==> src/sxs_pkg.sv <==
// Package for the subtract, exclusive-OR, swap and sleep execution block.
// Assumes one core clock and an AHB-Lite master with single word transfers.
package sxs_pkg;
  localparam logic [7:0] SXS_ACC_OFS = 8'h00;
  localparam logic [7:0] SXS_STATUS_OFS = 8'h04;
  localparam logic [7:0] SXS_EXEC_OFS = 8'h08;
  localparam logic [7:0] SXS_DIR_OFS = 8'h0C;
  localparam logic [7:0] SXS_WDOG_OFS = 8'h10;
  localparam logic [7:0] SXS_FADDR_OFS = 8'h14;
  localparam logic [7:0] SXS_FDATA_OFS = 8'h18;
  localparam int SXS_ST_CARRY = 0;
  localparam int SXS_ST_NIB = 1;
  localparam int SXS_ST_ZERO = 2;
  localparam int SXS_ST_PD = 3;
  localparam int SXS_ST_TO = 4;
  localparam int SXS_EX_OPND_LSB = 0;
  localparam int SXS_EX_OP_LSB = 8;
  localparam int SXS_EX_DEST = 12;
  localparam logic [7:0] SXS_ACC_RST = 8'h00;
  localparam logic [7:0] SXS_DIR_RST = 8'hFF;
  localparam logic SXS_PD_RST = 1'b1;
  localparam logic SXS_TO_RST = 1'b1;
  localparam logic [7:0] SXS_WDOG_CLR = 8'h00;
  localparam logic [7:0] SXS_PORT_A_SEL = 8'h05;
  localparam logic [7:0] SXS_PORT_B_SEL = 8'h06;
  localparam logic [7:0] SXS_PORT_C_SEL = 8'h07;
  localparam logic [7:0] SXS_PRE_DIV = 8'hFF;
  localparam logic [1:0] SXS_HTRANS_NONSEQ = 2'h2;
  localparam logic [2:0] SXS_HSIZE_WORD = 3'h2;

  typedef enum logic [3:0] {
    SXS_OP_NONE = 4'h0,
    SXS_OP_LIT_SUB = 4'h1,
    SXS_OP_REG_SUB = 4'h2,
    SXS_OP_REG_SUBB = 4'h3,
    SXS_OP_SWAP = 4'h4,
    SXS_OP_XOR_LIT = 4'h5,
    SXS_OP_XOR_REG = 4'h6,
    SXS_OP_DIR_LOAD = 4'h7,
    SXS_OP_SLEEP = 4'h8
  } sxs_op_t;

  typedef enum logic [1:0] {
    SXS_PWR_RUN = 2'h1,
    SXS_PWR_SLEEP = 2'h2
  } sxs_pwr_t;

  typedef struct packed {
    logic [7:0] acc;
    logic carry;
    logic nib;
    logic zero;
    logic pd;
    logic to;
  } sxs_core_t;

  typedef struct packed {
    logic [7:0] a;
    logic [7:0] b;
    logic [7:0] c;
  } sxs_dir_t;

  typedef struct packed {
    sxs_core_t core;
    sxs_dir_t dir;
    logic [7:0] wdog;
    logic [7:0] pre;
    sxs_pwr_t pwr;
    logic [6:0] faddr;
    logic wr_pend;
    logic rd_pend;
    logic [7:0] bus_addr;
  } sxs_state_t;
endpackage

==> src/sxs_exec.sv <==
// Execution datapath with accumulator, flags, file registers, port direction
// registers, watchdog counter and sleep state, all reached over AHB-Lite.
// Assumes it is the only slave, so hready equals its own hreadyout.
// Behaviour
// RULE1: literal minus accumulator into accumulator
// RULE2: subtracts set carry, nibble carry, zero
// RULE3: register minus accumulator to destination
// RULE4: address 0..127; destination bit selects target
// RULE5: borrow subtract uses inverted carry
// RULE6: swap exchanges nibbles, flags untouched
// RULE7: literal exclusive-OR into accumulator, zero only
// RULE8: register exclusive-OR to destination, zero only
// RULE9: direction load picks port by 5,6,7
// RULE10: sleep clears powerdown, sets timeout flag
// RULE11: sleep clears watchdog counter and prescaler
// RULE12: sleep halts oscillator and execution
// RULE13: zero flag reflects eight-bit result
// RULE14: same-cycle write-back; unaffected flags held
`timescale 1ns/1ps
`default_nettype none
module sxs_exec #(
  parameter int FILE_DEPTH = 128,
  parameter logic [7:0] PRE_DIV = sxs_pkg::SXS_PRE_DIV
) (
  input wire logic ref_clk,
  input wire logic rst_n,
  input wire logic hsel,
  input wire logic [31:0] haddr,
  input wire logic [1:0] htrans,
  input wire logic hwrite,
  input wire logic [2:0] hsize,
  input wire logic [31:0] hwdata,
  input wire logic hready,
  output logic hreadyout,
  output logic hresp,
  output logic [31:0] hrdata,
  input wire logic wake_req,
  output logic sleep_mode,
  output logic osc_enable,
  output logic [7:0] port_a_direction,
  output logic [7:0] port_b_direction,
  output logic [7:0] port_c_direction,
  output logic [7:0] watchdog_counter
);
  sxs_pkg::sxs_state_t s_q;
  sxs_pkg::sxs_state_t s_d;
  logic [7:0] file_mem [FILE_DEPTH];
  logic mem_we;
  logic [6:0] mem_addr;
  logic [7:0] mem_wdata;
  logic wr_go;
  logic ex_go;
  sxs_pkg::sxs_op_t ex_op;
  logic [7:0] ex_opnd;
  logic ex_dest;
  logic [7:0] f_val;
  logic [7:0] minuend;
  logic borrow_in;
  logic [8:0] diff9;
  logic [4:0] diff5;
  logic [7:0] result;
  logic is_sub;
  logic is_xor;
  logic to_reg;
  logic addr_ok;

  // The slave never stalls, so every transfer completes without wait states.
  assign hreadyout = 1'b1;
  assign hresp = 1'b0;
  assign addr_ok = hsel && hready && (htrans == sxs_pkg::SXS_HTRANS_NONSEQ);
  assign wr_go = s_q.wr_pend;
  assign ex_go = wr_go && (s_q.bus_addr == sxs_pkg::SXS_EXEC_OFS);
  assign ex_op = sxs_pkg::sxs_op_t'(hwdata[sxs_pkg::SXS_EX_OP_LSB +: 4]);
  assign ex_opnd = hwdata[sxs_pkg::SXS_EX_OPND_LSB +: 8];
  assign ex_dest = hwdata[sxs_pkg::SXS_EX_DEST];
  assign f_val = file_mem[ex_opnd[6:0]]; // RULE4

  // Subtract path shared by all three subtract operations.
  always_comb begin
    is_sub = (ex_op == sxs_pkg::SXS_OP_LIT_SUB) || (ex_op == sxs_pkg::SXS_OP_REG_SUB) ||
      (ex_op == sxs_pkg::SXS_OP_REG_SUBB);
    is_xor = (ex_op == sxs_pkg::SXS_OP_XOR_LIT) || (ex_op == sxs_pkg::SXS_OP_XOR_REG);
    minuend = (ex_op == sxs_pkg::SXS_OP_LIT_SUB) ? ex_opnd : f_val; // RULE1 RULE3
    borrow_in = (ex_op == sxs_pkg::SXS_OP_REG_SUBB) ? ~s_q.core.carry : 1'b0; // RULE5
    diff9 = {1'b0, minuend} - {1'b0, s_q.core.acc} - {8'h00, borrow_in};
    diff5 = {1'b0, minuend[3:0]} - {1'b0, s_q.core.acc[3:0]} - {4'h0, borrow_in};
    case (ex_op)
      sxs_pkg::SXS_OP_LIT_SUB, sxs_pkg::SXS_OP_REG_SUB, sxs_pkg::SXS_OP_REG_SUBB: begin
        result = diff9[7:0];
      end
      sxs_pkg::SXS_OP_SWAP: begin
        result = {f_val[3:0], f_val[7:4]}; // RULE6
      end
      sxs_pkg::SXS_OP_XOR_LIT: begin
        result = s_q.core.acc ^ ex_opnd; // RULE7
      end
      sxs_pkg::SXS_OP_XOR_REG: begin
        result = s_q.core.acc ^ f_val; // RULE8
      end
      default: begin
        result = s_q.core.acc;
      end
    endcase
    to_reg = ex_dest && (ex_op == sxs_pkg::SXS_OP_REG_SUB || ex_op == sxs_pkg::SXS_OP_REG_SUBB ||
      ex_op == sxs_pkg::SXS_OP_SWAP || ex_op == sxs_pkg::SXS_OP_XOR_REG); // RULE4
  end

  always_comb begin
    s_d = s_q;
    mem_we = 1'b0;
    mem_addr = ex_opnd[6:0];
    mem_wdata = result;
    // Address phase capture for the next data phase.
    s_d.wr_pend = addr_ok && hwrite && (hsize == sxs_pkg::SXS_HSIZE_WORD);
    s_d.rd_pend = addr_ok && !hwrite;
    if (addr_ok) begin
      s_d.bus_addr = haddr[7:0];
    end
    // The watchdog runs in both power states from its own slow tick.
    if (s_q.pre == PRE_DIV) begin
      s_d.pre = 8'h00;
      s_d.wdog = s_q.wdog + 8'h01;
    end else begin
      s_d.pre = s_q.pre + 8'h01;
    end
    if (s_q.pwr == sxs_pkg::SXS_PWR_SLEEP && wake_req) begin
      s_d.pwr = sxs_pkg::SXS_PWR_RUN;
    end
    if (wr_go) begin
      case (s_q.bus_addr)
        sxs_pkg::SXS_ACC_OFS: begin
          s_d.core.acc = hwdata[7:0];
        end
        sxs_pkg::SXS_STATUS_OFS: begin
          s_d.core.carry = hwdata[sxs_pkg::SXS_ST_CARRY];
          s_d.core.nib = hwdata[sxs_pkg::SXS_ST_NIB];
          s_d.core.zero = hwdata[sxs_pkg::SXS_ST_ZERO];
        end
        sxs_pkg::SXS_FADDR_OFS: begin
          s_d.faddr = hwdata[6:0];
        end
        sxs_pkg::SXS_FDATA_OFS: begin
          mem_we = 1'b1;
          mem_addr = s_q.faddr;
          mem_wdata = hwdata[7:0];
        end
        default: begin
        end
      endcase
    end
    // Instructions written while asleep are dropped: execution is gated on the run power state.
    if (ex_go && s_q.pwr == sxs_pkg::SXS_PWR_RUN) begin // RULE12
      if (is_sub) begin
        s_d.core.carry = ~diff9[8]; // RULE2
        s_d.core.nib = ~diff5[4]; // RULE2
      end
      if (is_sub || is_xor) begin
        s_d.core.zero = (result == 8'h00); // RULE13
      end
      if (is_sub || is_xor || ex_op == sxs_pkg::SXS_OP_SWAP) begin
        if (to_reg) begin
          mem_we = 1'b1; // RULE14
        end else begin
          s_d.core.acc = result; // RULE4
        end
      end
      if (ex_op == sxs_pkg::SXS_OP_DIR_LOAD) begin
        case (ex_opnd) // RULE9
          sxs_pkg::SXS_PORT_A_SEL: s_d.dir.a = s_q.core.acc;
          sxs_pkg::SXS_PORT_B_SEL: s_d.dir.b = s_q.core.acc;
          sxs_pkg::SXS_PORT_C_SEL: s_d.dir.c = s_q.core.acc;
          default: begin
          end
        endcase
      end
      if (ex_op == sxs_pkg::SXS_OP_SLEEP) begin
        s_d.core.pd = 1'b0; // RULE10
        s_d.core.to = 1'b1; // RULE10
        s_d.wdog = sxs_pkg::SXS_WDOG_CLR; // RULE11
        s_d.pre = 8'h00; // RULE11
        s_d.pwr = sxs_pkg::SXS_PWR_SLEEP; // RULE12
      end
    end
  end

  always_ff @(posedge ref_clk or negedge rst_n) begin
    if (!rst_n) begin
      s_q <= '0;
      s_q.core.acc <= sxs_pkg::SXS_ACC_RST;
      s_q.core.pd <= sxs_pkg::SXS_PD_RST;
      s_q.core.to <= sxs_pkg::SXS_TO_RST;
      s_q.dir <= {sxs_pkg::SXS_DIR_RST, sxs_pkg::SXS_DIR_RST, sxs_pkg::SXS_DIR_RST};
      s_q.pwr <= sxs_pkg::SXS_PWR_RUN;
    end else begin
      s_q <= s_d;
    end
  end

  // File registers hold no reset value, as a plain RAM would.
  always_ff @(posedge ref_clk) begin
    if (mem_we) begin
      file_mem[mem_addr] <= mem_wdata;
    end
  end

  // Read data is a mux of flops; a read right after a write sees the new value.
  always_comb begin
    hrdata = 32'h0000_0000;
    if (s_q.rd_pend) begin
      case (s_q.bus_addr)
        sxs_pkg::SXS_ACC_OFS: hrdata[7:0] = s_q.core.acc;
        sxs_pkg::SXS_STATUS_OFS: hrdata[4:0] = {s_q.core.to, s_q.core.pd, s_q.core.zero,
          s_q.core.nib, s_q.core.carry};
        sxs_pkg::SXS_DIR_OFS: hrdata[23:0] = {s_q.dir.c, s_q.dir.b, s_q.dir.a};
        sxs_pkg::SXS_WDOG_OFS: hrdata[16:0] = {(s_q.pwr == sxs_pkg::SXS_PWR_SLEEP),
          s_q.pre, s_q.wdog};
        sxs_pkg::SXS_FADDR_OFS: hrdata[6:0] = s_q.faddr;
        sxs_pkg::SXS_FDATA_OFS: hrdata[7:0] = file_mem[s_q.faddr];
        default: hrdata = 32'h0000_0000;
      endcase
    end
  end

  assign sleep_mode = (s_q.pwr == sxs_pkg::SXS_PWR_SLEEP);
  assign osc_enable = (s_q.pwr == sxs_pkg::SXS_PWR_RUN); // RULE12
  assign port_a_direction = s_q.dir.a;
  assign port_b_direction = s_q.dir.b;
  assign port_c_direction = s_q.dir.c;
  assign watchdog_counter = s_q.wdog;

  logic run_ex;
  assign run_ex = ex_go && !sleep_mode;
endmodule
`default_nettype wire

==> config.mk <==
export PLATFORM = sky130hd
export DESIGN_NAME = sxs_exec
export DESIGN_NICKNAME = d
export VERILOG_FILES = /design/src/sxs_pkg.sv /design/src/sxs_exec.sv
export SDC_FILE = /design/constraint.sdc
export NUM_CORES = 2
export LEC_CHECK = 0
export ABC_CLOCK_PERIOD_IN_PS = 11500
export BUFFER_PORTS_ARGS = -buffer_cell sky130_fd_sc_hd__clkbuf_2
export CAP_MARGIN = 5
export CORE_MARGIN = 2
export CORE_UTILIZATION = 45
export CTS_BUF_LIST = sky130_fd_sc_hd__clkbuf_8
export DETAILED_ROUTE_END_ITERATION = 8
export PLACE_DENSITY_LB_ADDON = 0.1
export SYNTH_ARGS = -nofsm -noshare
export SYNTH_HDL_FRONTEND = slang
export SYNTH_SLANG_ARGS = --single-unit
==> constraint.sdc <==
create_clock -name ref_clk -period 11.5 [get_ports ref_clk]
set_input_delay 2.3 -clock ref_clk [delete_from_list [all_inputs] [get_ports ref_clk]]
set_output_delay 2.3 -clock ref_clk [all_outputs]
set_load 0.01 [all_outputs]
-- Word level (Yosys, flattened, before mapping)
Memories as Yosys holds them, arrays and structs flattened.
Cells that the tools add are included.
Widths: inputs -> output; s select.
- add/sub/neg operators: 6
- reduce and logical (&&, ||, !) cells: 26
- bitwise gates (word level): 5
- equality and inequality tests: 22
- multiplexer cells: 37
- operator list (operator ; number):
    $mux 8 ; 11
    $mux 55 ; 1
    $mux 24 ; 2
    $eq 8x3->1 const B ; 4
    $pmux 8 s4 ; 1
    $pmux 5 s6 ; 1
    $eq 8x5->1 const B ; 3
    $mux 7 ; 3
    $mux 18 ; 1
    $pmux 9 s2 ; 1
    $add 8x1->8 const B ; 2
    $eq 4x3->1 const B ; 4
    $eq 8x4->1 const B ; 2
    $logic_not 8->1 ; 2
    $xor 8x8->8 ; 2
    $mux 11 ; 1
    $pmux 2 s5 ; 1
    $logic_and 1x1->1 ; 9
    $mux 1 ; 9
    $reduce_and 3->1 ; 3
    $sub 8x8->9 ; 1
    $sub 9x1->9 ; 1
    $eq 4x2->1 const B ; 2
    $eq 8x8->1 const B ; 1
    other kinds (15) ; 28
- memories kept: 1
- word-level logic and storage cells: 112
- input bits: 75
- bits in writable memories: 1024
- output and inout port bits: 68
- bits in registers: 71
- memory list (memory ; depth ; width ; rd ports ; clocked after Yosys merged registers in ; write ports ; RTL line ; RTL):
    file_mem ; 128 ; 8 ; 2 ; 0 ; 1 ; sxs_exec.sv:47 ; logic [7:0] file_mem [FILE_DEPTH];

-- Depth between registers and ports, before layout
- depth in word-level cells: 10
- depth in mapped cells: 26
- gate-level depth less buffers: 19

-- Least setup slack after synthesis
No wires, ideal clock.
- kind: input-to-reg
- start point: input port hwdata[0]
- end point: memory file_mem[0][6] (data pin)
- setup slack: -0.858 ns
- library setup time: 1.223 ns
- stages: 22
- arrival time: 11.134 ns
- cell sequence: buf_6 > buf_12 > buf_8 > buf_4 > buf_4 > buf_4 > mux4_2 > a22oi_1 > nand3_1 > nand4_1 > nor3_1 > a21oi_1 > ha_1 > inv_1 > ha_1 > a21oi_1 > o21bai_1 > a21oi_1 > xnor2_1 > a22o_1 > a211oi_1 > o31ai_1
- longest elaborated chain between the ends: 7
- elaborated cells on any way between the ends: 8
- those cells by class: add/sub: 2; mux: 4; bitwise: 1; memory: 1
- ends and longest elaborated chain (item ; RTL line ; RTL):
    start: declaration ; sxs_exec.sv:32 ; input wire logic [31:0] hwdata,
    $mem_v2 128x8 ; -- ;
    $mux 8 ; sxs_exec.sv:83 ; minuend = (ex_op == sxs_pkg::SXS_OP_LIT_SUB) ? ex_opnd : f_val;
    $sub 8x8->9 ; sxs_exec.sv:85 ; diff9 = {1'b0, minuend} - {1'b0, s_q.core.acc} - {8'h00, borrow_in};
    $sub 9x1->9 ; sxs_exec.sv:85 ;
    $pmux 8 s4 * ; sxs_exec.sv:87 ; case (ex_op)
    $mux 8 ; sxs_exec.sv:130 ; case (s_q.bus_addr)
    $mux 8 * ; sxs_exec.sv:129 ; if (wr_go) begin
    via mem_wdata[6] ; sxs_exec.sv:50 ; logic [7:0] mem_wdata;
    end: declaration ; sxs_exec.sv:47 ;
The timed path passes the listed nets; every way through them passes the cells marked *.

-- Worst setup path in the final report
- start point: input port hwdata[0]
- end point: memory file_mem[51][4] (data pin)
The elaborated chain is that of the path after synthesis.

==> results.tsv <==
metric	value	unit
maxcap violations	0	
CTS Buffer Depth	3	
Initial DRC Count	4625	
Min Clock Period, post-route	8.79	ns
most frequent cells in the layout	1024 x edfxtp_1, 530 x mux4_2, 194 x nor2_1	
CTS Sinks	1095	
Final ANT Viol Nets	0	
via count	32400	
worst skew pair latency	0.92	ns
Slew HR	0.136	
final hold viol count	0	
WP data required	12.05	ns
outcome	finished clean	
critical path type	primary input to flop	
period utilization	0.764	
FFs w/ async S/R, synth	0.0648	
type of origin of the critical path	primary input	
commonest non-fill, non-tap cell in the layout	edfxtp_1	
Register Area	0.0326	mm^2
reg2reg path depth	18	
top area cells in the synthesized netlist	edfxtp_1 58%, mux4_2 22%, mux2i_1 2.4%, dfrtp_1 2.1%, nor2_1 1.4%	
Worst Skew	0.0484	ns
Avg Cell Area, Syn	17.7	um^2
Fillers	9672	
Pleak	19.8	nW
Primary FF master, synth	edfxtp_1	
I/O Buffers	89	
Final Max Slew Viols	0	
Yosys top cell by area	edfxtp_1	
P per Cell Area	144	mW/mm^2
post-route cell area	0.0588	mm^2
Post-DP Area	0.0554	mm^2
CTS Buf Count	190	
overflow left after global routing	0	
Global Route Usage Sum	0.297	
Mapped Area	0.0535	mm^2
HPWL Detailed	119000	um
hold crit path type	flop to flop	
maximum clock rate	114	MHz
total die area	0.122	mm^2
Worst Hold Margin	0.488	ns
total power	8.44	mW
first-pass GRT wire length	251000	um
CTS tree	yes	
CP Data Arrival Time	9.33	ns
Initial Util	0.453	
unrepaired setup endpoints after global routing	false	
router iterations before antenna repair	6	
flops & latches, synth	1095	
vias in the first global route	32700	
area occupied by multi-input gates	0.0194	mm^2
Die X	349	um
Post-synth EDFFs	1024	
# rows	126	
Slew @ Worst Pin	1.29	ns
Worst VDD drop	118	uV
CTS Hold Bufs	0	
Routed wire per std cell	37.2	um
# DRC	0	
setup bufs post-CTS	0	
pin count of the biggest net entering global routing	126	
placer congestion estimate	0.927	
detailed-route wire length	179000	um
Die Ht	349	um
H-tree levels	4	
layout cells sized above 1	0.315	
Post-CTS Resized	0	
Mapped Cells	3028	
endpoints failing setup	0	
crit-path max FO	80	
Total Nets Final	3232	
Seq/Total Area, Yosys	0.609	
Reg clk slew, reported paths	0.05	ns
Area Growth Syn to Fin	9.94	%
Yosys warning total	0	
root buffer cell	clkbuf_8	
CP endpoint kind	flop	
hold path depth	1	
initial antenna violation count	15	
Yosys top cell area share	0.575	
Vias/cell	6.72	
Synth cell types	85	
Final TNS setup	0	ns
Core Region	0.118	mm^2
I/O pin count	143	
[path summary, 6_finish.rpt]
path / startpoint / end / slack [ns]
max in group asynchronous: rst_n / s_q[11] / 9.23
min in group asynchronous: rst_n / s_q[16] / 1.57
min: s_q[60] / s_q[60] / 0.49
max reg2reg: file_mem[20][0] / file_mem[51][4] / 4.61
max: hwdata[0] / file_mem[51][4] / 2.71
min reg2reg: s_q[60] / s_q[60] / 0.49
[flip-flops by register name (all words and copies together), names as in the netlist]
name,cells
s_q,38
port_a_direction,8
port_b_direction,8
wr_go,1
watchdog_counter,8
port_c_direction,8
file_mem,1024
[report_power, final]
part           leakage [nW]  switching [mW]  internal (mW)  total [mW]
clock network          1.94            1.64           1.57        3.21
logic                  7.85           0.515          0.221       0.736
registers              9.97          0.0195           4.47        4.49
[logic make-up (layout without fill, tap and decap cells)]
group | after synthesis | in the layout | synth area share
AO/OA/AOI/OAI | 326 | 326 | 0.0421
XOR/XNOR | 28 | 28 | 0.00459
adder cells (fa/ha/maj) | 16 | 16 | 0.00403
buffers and inverters | 308 | 553 | 0.0301
flip-flops | 1095 | 1095 | 0.609
multiplexers | 719 | 719 | 0.264
other | 2 | 14 | 0.000140
AND/OR/NAND/NOR | 534 | 534 | 0.0463
[cells in the mapped netlist (all sizes together) (7+ instances only)]
cell     count
nor2       197
dfrtp       45
xnor2       18
a222oi       7
xor2        10
a21oi       50
nor2b       19
nand2      153
buf        140
mux2        46
mux4       543
inv         34
dfstp       26
and2         9
ha          14
a221oi      13
nor3        24
nand2b      20
a22o        18
clkbuf     134
a32oi        7
mux2i      130
a31oi       19
a22oi       48
nor4        11
nand4       13
and3        24
o21ai       74
a2111oi      8
edfxtp    1024
nand3       32
a211oi       7
o22ai       14
[per-stage QoR]
step	worst slack (ns)	utilization	std cells
5_1_grt	2.43	0.498	4819
3_5_place_dp	1.84	0.470	4484
2_1_floorplan	0.0556	-	3036
3_3_place_gp	1.95	0.470	4484
6_report	2.71	0.498	4821
4_1_cts	2.80	0.498	4816
[layer usage]
layer / wire, um / share of wire / up-vias / track usage
met4: 7600 / 0.042 / 10 / 0.123
met1: 71200 / 0.40 / 17300 / 0.414
met5: 65 / 0.00036 / - / 0
li1: - / - / 12800 / -
met3: 17500 / 0.098 / 366 / 0.0672
met2: 82700 / 0.46 / 1876 / 0.453
[critical path, stage by stage]
cell and delay [ns]:
buf_8 0.61, buf_4 0.36, mux4_2 0.53, a221oi_1 0.29, o21ai_1 0.13, o21a_1 0.20, o32ai_1 0.99, o21ai_0 0.27
fa_1 0.52, inv_1 0.09, fa_1 0.20, nand2_1 0.07, a21oi_1 0.33, xnor2_1 0.25, a2111oi_1 0.18, a22oi_1 0.32
nand2_1 0.15, o21ai_4 0.09, buf_4 0.48, buf_4 0.83
[area by class of cell]
cell class / count / area share
diodes: 4 / 0.000170
clock buffers: 192 / 0.0450
clock inverters: 140 / 0.0113
inverters: 34 / 0.00217
multi-input cells: 1633 / 0.331
flip-flops and latches: 1095 / 0.554
well taps: 1536 / 0.0327
repair buffers: 187 / 0.0235
No activity file was read; power rests on OpenSTA's default activity.
